$ cat src/sfm_pkg.sv
package sfm_pkg;
   localparam int SFM_CHANNELS = 2;
   localparam int SFM_SYNC_STAGES = 2;
   localparam logic SFM_OV_DISABLE_RST = 1'b0;
   localparam logic SFM_FLAG_RST = 1'b0;
   localparam logic [1:0] SFM_CH_OFF = 2'h0;
   // Bit positions in the readable fault vector
   localparam int SFM_FLT_OV = 0;
   localparam int SFM_FLT_UV = 1;
   localparam int SFM_FLT_OT0 = 2;
   localparam int SFM_FLT_OT1 = 3;
   localparam int SFM_FLT_OC0 = 4;
   localparam int SFM_FLT_OC1 = 5;
   localparam int SFM_FLT_SC0 = 6;
   localparam int SFM_FLT_SC1 = 7;
   localparam int SFM_FLT_W = 8;
   typedef enum logic [1:0] {SFM_NORMAL, SFM_OV_SHUT, SFM_UV_SHUT, SFM_FAILSAFE} sfm_state_t;
endpackage

$ cat src/sfm_sync.sv
`timescale 1ns/1ps
module sfm_sync
   import sfm_pkg::*;
(
   input wire logic clk,     // Clock
   input wire logic rst_n,   // Async reset
   input wire logic ce,      // Clock enable
   input wire logic d_async, // Asynchronous level
   output logic q            // Synchronised level
);
   logic meta_reg;
   always_ff @(posedge clk or negedge rst_n) begin
      if (!rst_n) begin
         meta_reg <= 1'b0;
         q <= 1'b0;
      end else if (ce) begin
         meta_reg <= d_async;
         q <= meta_reg;
      end
   end
endmodule

$ cat src/sfm_core.sv
`timescale 1ns/1ps
module sfm_core
   import sfm_pkg::*;
(
   input wire logic clk,                  // 100 MHz clock
   input wire logic rst_n,                // Power-on reset, active low
   input wire logic ce,                   // Clock enable
   input wire logic ov_cmp,               // Overvoltage comparator, async
   input wire logic ov_hys_cmp,           // Supply above OV minus hysteresis, async
   input wire logic uv_cmp,               // Supply below undervoltage, async
   input wire logic deep_uv_cmp,          // Supply below extended low limit, async
   input wire logic load_gnd_loss,        // Load ground lost, async
   input wire logic sys_gnd_loss,         // System ground lost, async
   input wire logic gnd_high,             // Device ground at logic high, async
   input wire logic logic_supply_fail,    // Logic supply failed, async
   input wire logic overvoltage_disable,  // Config bit from general_config_reg
   input wire logic [1:0] on_request,     // Channel on requests (hson)
   input wire logic [1:0] direct_in,      // Direct input pins, async
   input wire logic [1:0] ot_fault,       // Overtemperature per channel
   input wire logic [1:0] oc_fault,       // Overcurrent per channel
   input wire logic [1:0] sc_fault,       // Short-circuit per channel
   input wire logic [1:0] retry_enable,   // Auto-retry enabled per channel
   input wire logic delatch,              // Delatch sequence pulse
   input wire logic status_read,          // Status register read strobe
   output logic [1:0] switch_output,      // Channel gate enables
   output logic [1:0] fast_off,           // Bypass slew-rate on turn-off
   output logic fault_status_n,           // Fault status pin, low on fault
   output logic overvoltage_flag,         // Overvoltage flag
   output logic undervoltage_flag,        // Common undervoltage flag
   output logic [1:0] overtemp_flag,      // Overtemperature flags
   output logic [1:0] overcurrent_flag,   // Overcurrent flags
   output logic [1:0] short_circuit_flag, // Short-circuit flags
   output logic [1:0] open_load_flag,     // Open-load flags
   output logic [1:0] retry_cond,         // Retry condition per channel
   output logic [1:0] retry_start,        // One-cycle retry start pulse
   output logic failsafe,                 // Fail-safe mode active
   output logic regs_reset                // Reset to serial registers
);
   logic ov_s, ovh_s, uv_s, duv_s, lgl_s, sgl_s, gh_s, lsf_s;
   logic [1:0] din_s;
   logic uv_d_reg;
   logic uv_warn_reg;
   logic [1:0] armed_reg;
   logic [1:0] ot_pend_reg;
   logic [1:0] ot_vis;
   logic ov_shut_reg;
   logic clr_all;
   logic uv_fall;
   logic [1:0] ch_next;
   logic fs_next;
   sfm_state_t state_reg, state_next;

   genvar gi;
   generate
      for (gi = 0; gi < 8; gi++) begin : g_sync
         logic a, y;
         always_comb begin
            case (gi)
               0: a = ov_cmp;
               1: a = ov_hys_cmp;
               2: a = uv_cmp;
               3: a = deep_uv_cmp;
               4: a = load_gnd_loss;
               5: a = sys_gnd_loss;
               6: a = gnd_high;
               default: a = logic_supply_fail;
            endcase
         end
         sfm_sync u_sync (
            .clk(clk),
            .rst_n(rst_n),
            .ce(ce),
            .d_async(a),
            .q(y)
         );
      end
      for (gi = 0; gi < SFM_CHANNELS; gi++) begin : g_din
         sfm_sync u_sync (
            .clk(clk),
            .rst_n(rst_n),
            .ce(ce),
            .d_async(direct_in[gi]),
            .q(din_s[gi])
         );
      end
   endgenerate
   assign ov_s = g_sync[0].y;
   assign ovh_s = g_sync[1].y;
   assign uv_s = g_sync[2].y;
   assign duv_s = g_sync[3].y;
   assign lgl_s = g_sync[4].y;
   assign sgl_s = g_sync[5].y;
   assign gh_s = g_sync[6].y;
   assign lsf_s = g_sync[7].y;

   // Loss of logic supply clears faults
   assign clr_all = lsf_s;
   assign uv_fall = uv_d_reg & ~uv_s;
   // High ground shift means link lost
   assign fs_next = gh_s | lsf_s;

   always_ff @(posedge clk or negedge rst_n) begin
      if (!rst_n) begin
         uv_d_reg <= 1'b0;
      end else if (ce) begin
         uv_d_reg <= uv_s;
      end
   end

   // Recovery with all requests idle is only a warning
   always_ff @(posedge clk or negedge rst_n) begin
      if (!rst_n) begin
         uv_warn_reg <= 1'b0;
      end else if (ce) begin
         if (uv_s) begin
            uv_warn_reg <= 1'b0;
         end else if (uv_fall) begin
            uv_warn_reg <= (on_request == SFM_CH_OFF);
         end
      end
   end

   // Protection state
   always_comb begin
      state_next = state_reg;
      case (state_reg)
         SFM_NORMAL: begin
            if (fs_next) begin
               state_next = SFM_FAILSAFE;
            end else if (uv_s) begin
               state_next = SFM_UV_SHUT;
            end else if (ov_s && !overvoltage_disable) begin
               state_next = SFM_OV_SHUT;
            end
         end
         SFM_OV_SHUT: begin
            if (fs_next) begin
               state_next = SFM_FAILSAFE;
            end else if (uv_s) begin
               state_next = SFM_UV_SHUT;
            end else if (!ovh_s || overvoltage_disable) begin
               state_next = SFM_NORMAL;
            end
         end
         SFM_UV_SHUT: begin
            if (fs_next) begin
               state_next = SFM_FAILSAFE;
            end else if (!uv_s) begin
               state_next = SFM_NORMAL;
            end
         end
         SFM_FAILSAFE: begin
            if (!fs_next) begin
               state_next = SFM_NORMAL;
            end
         end
         default: state_next = SFM_NORMAL;
      endcase
   end

   always_ff @(posedge clk or negedge rst_n) begin
      if (!rst_n) begin
         state_reg <= SFM_NORMAL;
      end else if (ce) begin
         state_reg <= state_next;
      end
   end

   assign failsafe = (state_reg == SFM_FAILSAFE);
   assign ov_shut_reg = (state_reg == SFM_OV_SHUT);
   // Serial registers held reset in fail-safe
   assign regs_reset = failsafe;

   // Channel re-armed after undervoltage by delatch or by its on request going low
   always_ff @(posedge clk or negedge rst_n) begin
      if (!rst_n) begin
         armed_reg <= 2'h3;
      end else if (ce) begin
         for (int i = 0; i < SFM_CHANNELS; i++) begin
            if (delatch || !on_request[i]) begin
               armed_reg[i] <= 1'b1;
            end else if (uv_s) begin
               armed_reg[i] <= 1'b0;
            end
         end
      end
   end

   // Channel drive
   always_comb begin
      ch_next = on_request & armed_reg;
      if (failsafe) begin
         ch_next = din_s;
      end
      if (ov_shut_reg || uv_s || sgl_s || duv_s) begin
         ch_next = SFM_CH_OFF;
      end
      ch_next = ch_next & ~(oc_fault | sc_fault | ot_fault);
   end

   always_ff @(posedge clk or negedge rst_n) begin
      if (!rst_n) begin
         switch_output <= SFM_CH_OFF;
         fast_off <= 2'h0;
      end else if (ce) begin
         switch_output <= ch_next;
         fast_off <= oc_fault | sc_fault | ot_fault | {2{uv_s}};
      end
   end

   always_ff @(posedge clk or negedge rst_n) begin
      if (!rst_n) begin
         overvoltage_flag <= SFM_FLAG_RST;
      end else if (ce) begin
         if (ov_s) begin
            overvoltage_flag <= 1'b1;
         end else if (clr_all || failsafe) begin
            overvoltage_flag <= 1'b0;
         end else if (status_read && !ovh_s) begin
            overvoltage_flag <= 1'b0;
         end
      end
   end

   always_ff @(posedge clk or negedge rst_n) begin
      if (!rst_n) begin
         undervoltage_flag <= SFM_FLAG_RST;
      end else if (ce) begin
         if (uv_s) begin
            undervoltage_flag <= 1'b1;
         end else if (clr_all || failsafe) begin
            undervoltage_flag <= 1'b0;
         end else if (switch_output == SFM_CH_OFF && ch_next != SFM_CH_OFF && !uv_d_reg && uv_warn_reg) begin
            undervoltage_flag <= 1'b0;
         // Read clears only with cause gone
         end else if (status_read) begin
            undervoltage_flag <= 1'b0;
         end
      end
   end

   // Overtemp held pending during undervoltage
   always_ff @(posedge clk or negedge rst_n) begin
      if (!rst_n) begin
         ot_pend_reg <= 2'h0;
      end else if (ce) begin
         if (clr_all || failsafe) begin
            ot_pend_reg <= 2'h0;
         end else if (uv_s) begin
            ot_pend_reg <= ot_pend_reg | ot_fault;
         end else begin
            ot_pend_reg <= 2'h0;
         end
      end
   end
   assign ot_vis = uv_s ? 2'h0 : (ot_fault | ot_pend_reg);

   always_ff @(posedge clk or negedge rst_n) begin
      if (!rst_n) begin
         overtemp_flag <= 2'h0;
         overcurrent_flag <= 2'h0;
         short_circuit_flag <= 2'h0;
         open_load_flag <= 2'h0;
      end else if (ce) begin
         for (int i = 0; i < SFM_CHANNELS; i++) begin
            if (ot_vis[i]) begin
               overtemp_flag[i] <= 1'b1;
            end else if (clr_all || failsafe || (status_read && fault_status_n)) begin
               overtemp_flag[i] <= 1'b0;
            end
            if (oc_fault[i]) begin
               overcurrent_flag[i] <= 1'b1;
            end else if (clr_all || failsafe || status_read) begin
               overcurrent_flag[i] <= 1'b0;
            end
            if (sc_fault[i]) begin
               short_circuit_flag[i] <= 1'b1;
            end else if (clr_all || failsafe || status_read) begin
               short_circuit_flag[i] <= 1'b0;
            end
            // Load ground loss flags open load
            if (lgl_s && on_request[i]) begin
               open_load_flag[i] <= 1'b1;
            end else if (clr_all || failsafe || status_read) begin
               open_load_flag[i] <= 1'b0;
            end
         end
      end
   end

   assign retry_cond = overcurrent_flag | short_circuit_flag | overtemp_flag | {2{undervoltage_flag}};

   // Retry launched as undervoltage goes away
   always_ff @(posedge clk or negedge rst_n) begin
      if (!rst_n) begin
         retry_start <= 2'h0;
      end else if (ce) begin
         retry_start <= {2{uv_fall}} & retry_enable;
      end
   end

   // Fault pin low during OV or UV shutdown or any OT, OC or SC fault
   always_ff @(posedge clk or negedge rst_n) begin
      if (!rst_n) begin
         fault_status_n <= 1'b1;
      end else if (ce) begin
         fault_status_n <= ~((state_next == SFM_OV_SHUT) || uv_s || (|(oc_fault | sc_fault | ot_fault)));
      end
   end
endmodule

$ cat config.mk
export PLATFORM = sky130hd
export DESIGN_NAME = sfm_core
export DESIGN_NICKNAME = d
export VERILOG_FILES = /design/src/sfm_pkg.sv /design/src/sfm_sync.sv /design/src/sfm_core.sv
export SDC_FILE = /design/constraint.sdc
export NUM_CORES = 1
export LEC_CHECK = 0
export BUFFER_PORTS_ARGS = -buffer_cell sky130_fd_sc_hd__buf_2
export CORE_ASPECT_RATIO = 0.75
export CORE_MARGIN = 4
export CORE_UTILIZATION = 56
export CTS_CLUSTER_DIAMETER = 80
export DETAILED_ROUTE_END_ITERATION = 16
export MAX_ROUTING_LAYER = met4
export PLACE_DENSITY = 0.84
export SLEW_MARGIN = 20
export SYNTH_ARGS = -nofsm -noshare
export SYNTH_HDL_FRONTEND = slang
export SYNTH_SLANG_ARGS = --single-unit
$ cat constraint.sdc
create_clock -name clk -period 2.7 [get_ports clk]
set_clock_uncertainty 0.1 [all_clocks]
set_input_delay 0.27 -clock clk [delete_from_list [all_inputs] [get_ports clk]]
set_output_delay 0.27 -clock clk [all_outputs]
set_load 0.02 [all_outputs]
# Word level (Yosys, flattened, before mapping)
# Index checks and enable logic that the tools add are counted.
[op_classes] add_sub_neg=0 multipliers=0 div_mod_pow=0 magnitude_cmp=0 eq_ne=4 shifts=0 mux=37 n_bitwise=15 n_reduce_logical=55
[op_table] cell="2-to-1 mux 2 bit" n=14
[op_table] cell="AND reduction 2 bit" n=13
[op_table] cell="nonzero test 2 bit" n=12
[op_table] cell="2-to-1 mux 1 bit" n=22
[op_table] cell="bitwise OR 2 bit" n=7
[op_table] cell="logical OR 1 bit" n=11
[op_table] cell="logical AND 1 bit" n=8
[op_table] cell="case mux 2 bit (4 select lines)" n=1
[op_table] cell="AND 2 bit" n=3
[op_table] cell="logical NOT 2 bit" n=3
[op_table] cell="logical NOT 1 bit" n=5
[op_table] cell="equality test 2 x 1 -> 1 bit (second input constant)" n=2
[op_table] cell="equality test 2 bit (second input constant)" n=2
[op_table] cell="nonzero test 4 bit" n=1
[op_table] cell="nonzero test 3 bit" n=1
[op_table] cell="NOT 1 bit" n=2
[op_table] cell="NOT 2 bit" n=1
[op_table] cell="OR reduction 2 bit" n=1
[op_table] cell="AND 1 bit" n=1
[op_table] cell="bitwise OR 1 bit" n=1
[totals] register_bits=45 latch_bits=0 ramBits=0 mem_bits_ro=0 input_bits=26 output_inout_bits=21 wordCells=151 mem_count=0

# Depth between registers and ports, before layout
[depth] word_depth=13 depth_mapped=5 mapped_depth_nobuf=4

# Cells and area by module
# From an unflattened synthesis, not the netlist that was laid out.
[unflattened] hier_cells=150 area_unflattened_um2=1893.1
[by_module_without_submodules] mod="sfm_core" n_inst=1 cells_each=110 area_each_um2=1167.4 seq_area_each_um2=629.4
[by_module_without_submodules] mod="sfm_sync" n_inst=10 cells_each=4 area_each_um2=72.6 seq_area_each_um2=50.0

# Worst setup path after synthesis
# No wires, ideal clock.
[synth_path] path_type="register to register" startpoint="register g_sync[2].u_sync.q" endpoint="register undervoltage_flag" setup_ps=135 arrival_ps=1412 required_ps=2465 slack_ps=1053 stages_incl_launch_ff=6 n_path_buf=1 synth_period_minus_slack_ps=1647 path_cell_list="dfrtp_1 -> buf_6 -> nand2b_4 -> or4_4 -> nor4_2 -> a22oi_1"
[synth_via] elab_chain_cells=12 elab_cells_between_ends=14 classes_between="mux: 4; bitwise: 1; reduce/logical: 9"
[synth_lines] item="start, declared" line_no="sfm_sync.sv:9" source="output logic q"
[synth_lines] item="start signal, assigned" line_no="sfm_sync.sv:18" source="q <= meta_reg;"
[synth_lines] item="logical OR 1 bit (3 in series)" line_no="sfm_core.sv:195" source="if (ov_shut_reg || uv_s || sgl_s || duv_s) begin"
[synth_lines] item="2-to-1 mux 2 bit" line_no="sfm_core.sv:195"
[synth_lines] item="AND 2 bit" line_no="sfm_core.sv:198" source="ch_next = ch_next & ~(oc_fault | sc_fault | ot_fault);"
[synth_lines] item="nonzero test 2 bit" line_no="sfm_core.sv:233" source="end else if (switch_output == SFM_CH_OFF && ch_next != SFM_CH_OFF && !uv_d_reg && uv_warn_reg) begin"
[synth_lines] item="logical AND 1 bit (3 in series)" line_no="sfm_core.sv:233"
[synth_lines] item="2-to-1 mux 1 bit" line_no="sfm_core.sv:233"
[synth_lines] item="2-to-1 mux 1 bit" line_no="sfm_core.sv:231" source="end else if (clr_all || failsafe) begin"
[synth_lines] item="2-to-1 mux 1 bit" line_no="sfm_core.sv:229" source="if (uv_s) begin"
[synth_lines] item="end signal, assigned" line_no="sfm_core.sv:230" source="undervoltage_flag <= 1'b1;"
[synth_lines] item="end signal, assigned" line_no="sfm_core.sv:232" source="undervoltage_flag <= 1'b0;"
[synth_lines] item="end signal, assigned" line_no="sfm_core.sv:234" source="undervoltage_flag <= 1'b0;"
[synth_lines] item="end, declared" line_no="sfm_core.sv:29" source="output logic undervoltage_flag,"
# Parallel ways exist; a longest one is shown, timed or not.
# A chain may end at the register's enable or synchronous reset.

# Worst setup path after layout
[layout_path] startpoint="register short_circuit_flag[0]" endpoint="output port retry_cond[0]"
[layout_via] elab_chain_cells=3
[layout_lines] item="start, declared" line_no="sfm_core.sv:32" source="output logic [1:0] short_circuit_flag,"
[layout_lines] item="start signal, assigned" line_no="sfm_core.sv:262" source="short_circuit_flag <= 2'h0;"
[layout_lines] item="start signal, assigned by index" line_no="sfm_core.sv:277" source="short_circuit_flag[i] <= 1'b1;"
[layout_lines] item="start signal, assigned by index" line_no="sfm_core.sv:279" source="short_circuit_flag[i] <= 1'b0;"
[layout_lines] item="bitwise OR 2 bit (3 in series)" line_no="sfm_core.sv:291" source="assign retry_cond = overcurrent_flag | short_circuit_flag | overtemp_flag | {2{undervoltage_flag}};"
[layout_lines] item="end, declared" line_no="sfm_core.sv:34" source="output logic [1:0] retry_cond,"
# No other way between the ends.

==> run summary <==
Max-Slew Margin vs Limit: 38.1%
WHS: 9.94 ps
Routed vias/inst: 5.67
DRC violation count after routing: 0
Highest Signal Layer: met4
Post-route setup slack: 925 ps
Setup TNS: 0 ps
Final period util: 65.8%
Met1 Wirelength: 1.77 mm
Initial antenna violation count: 0
CTS tree: done
Synthesized Nets: 178
Worst Path Required: 2330 ps
Chip Width: 75.2 um
CP peak stage delay: 530 ps
Via count: 1350
Post-route ant nets: 0
N_diodes: 0
Die Height: 58.4 um
Synth top area share: 55.4%
Layout cell share with drive strength beyond 1: 40.9%
Number of enable flip-flop cells after synthesis: 0
Max IR drop VDD: 0.482 mV
Outcome: completed
Seq. cell area: 1130 um^2
Maxcap violations: 0
H-tree depth: 2
Grt ovf: 0
Clock transition at path regs: 80 ps
Vias in the first global route: 1341
Total Power: 1.56 mW
Unrepaired setup endpoints after global routing: no
Area of the multi-input gates: 693 um^2
Met3 routed WL: 275 um
DRT Pass-1 Iters: 4
R2R depth: 4
Reg-to-reg endpoint: undervoltage_flag
Hold_buf cts: 0
RR Startpoint: g_sync[2].u_sync.q
Synth top area cells: dfrtp_1, mux2_2, dfstp_2, a22o_1, a21oi_1
Clock Path Buffers: 2
Ys async rst share: 100%
Area added between synthesis and finish: 17.6%
Max-slew violations: 0
Seq cells post-synth: 45
Post-Place Worst Slack: 966 ps
Crit path DAT: 1410 ps
Worst R2R Setup Slack: 930 ps
Met2 wire length: 1.84 mm
Placeable Area: 3270 um^2
Post-synthesis sequential area ratio: 59.6%
Total track usage: 20.6%
# resized after CTS: 0
Crit. Startpoint: short_circuit_flag[0]
Starting Density: 58.1%
Least-Margin Pin Slew: 928 ps
I/O pins: 47
CP max stage cell: or4_1
Port Buf Inserts: 46
Die ar.: 4390 um^2
Syn Area/Cell: 12.5 um^2
CTS root buf: clkbuf_8
Critical path peak fanout: 3
Cell Chain, Critical Path: or4_1, buf_2
Worst-Skew Late Latency: 300 ps
Cell row count: 18
WL final: 3.95 mm
Layout net count: 223
HPWL Detailed: 2.90 mm
Final setup violation count: 0
Synthesized cell area: 1900 um^2
Setup Buffers After CTS: 0
CP Capture Type: output port
Hold Path Class: input pin to asynchronous set/reset pin
DRT iter0 DRCs: 132
Startpoint types: register
Syn. warnings: 0
Placer congestion estimate: 0.865
Fillcell total: 218
Static leakage: 1.02 nW
Crit path time final: 1780 ps
Crit path capture: retry_cond[0]
WS Path Type: register to output port
Area leader, netlist: dfrtp_1
Fin. Hold Viols: 0
Yosys cell types: 39
Achievable Freq: 563 MHz
PD cells: 700 nW/um^2
Avg WL per Cell: 16.6 um
Largest net degree at the start of global routing: 54
CTS Buf Count: 5
CTS sink count: 45
Post-synth top flop: dfrtp_1
First-pass GRT wire length: 6.44 mm
Gate Count Post-Synth: 152
through the flow:
stage          area (um^2)  cells  util (%)
4_1_cts               2230    238      68.3
3_3_place_gp          2140    230      65.4
2_1_floorplan         1900    152         -
6_report              2230    238      68.3
5_1_grt               2230    238      68.3
3_5_place_dp          2140    230      65.4
worst min path at each step:
stage                                      to  slack, ps  depth (start not counted)
finish                      open_load_flag[1]         10                          1
global route        g_sync[7].u_sync.meta_reg         80                          2
CTS                        g_sync[2].u_sync.q         40                          1
detailed placement          open_load_flag[1]        370                          1
global placement          overcurrent_flag[0]        350                          1
floorplan                         fast_off[0]       -130                          0
placed cells by master (no fill, tap or decap), types with 2 or more instances in the layout:
| cell type | n |
|---|---|
| nand2b_1 | 3 |
| inv_1 | 7 |
| o2bb2ai_1 | 2 |
| or3_1 | 2 |
| o22ai_1 | 4 |
| o21ai_0 | 2 |
| or4_1 | 2 |
| dfrtp_1 | 42 |
| a21oi_1 | 7 |
| and3_1 | 2 |
| a22o_1 | 7 |
| a32o_1 | 2 |
| o32ai_1 | 2 |
| clkbuf_8 | 6 |
| buf_2 | 46 |
| a31oi_1 | 2 |
| nor2_1 | 8 |
| nand2_1 | 8 |
| mux2_2 | 21 |
| dfstp_2 | 3 |
cells by family after synthesis:
kind of cell	share of synthesized area, %
muxes	13.0
buffers and inverters	3.89
and+or+nand+nor	10.3
AOI/OAI and AO/OA	13.3
DFF	59.6
synth_stat cells (all sizes together) (3+ instances only):
library cell,n
dfrtp,42
mux2,21
buf,9
nand2,8
nor2,8
a21oi,7
a22o,7
inv,7
nand2b,4
o22ai,4
dfstp,3
o21ai,3
or4,3
routing by layer:
layer,vias up,global-route usage [%]
met5,-,-
met4,0,8.98
met3,6,5.63
met2,58,28.9
met1,646,28.2
li1,640,-
report_power, final:
group	internal, mW	switching, mW
Clock	0.208	0.217
Combinational	0.134	0.169
Sequential	0.761	0.0726
critical path, delay by kind of cell (launching register included):
kind,cells,cell delay [ps]
AND/OR/NAND/NOR,1,530
buffers and inverters,1,180
flip-flops,1,400
area by class of cell:
class | count | share of cell area (%)
Tap cell | 40 | 2.24
Clock buffer | 7 | 3.87
Clock inverter | 1 | 0.337
Multi-Input combinational cell | 91 | 31.1
Inverter | 7 | 1.18
Sequential cell | 45 | 50.6
Timing Repair Buffer | 47 | 10.7
No activity file was read; power rests on OpenSTA's default activity.
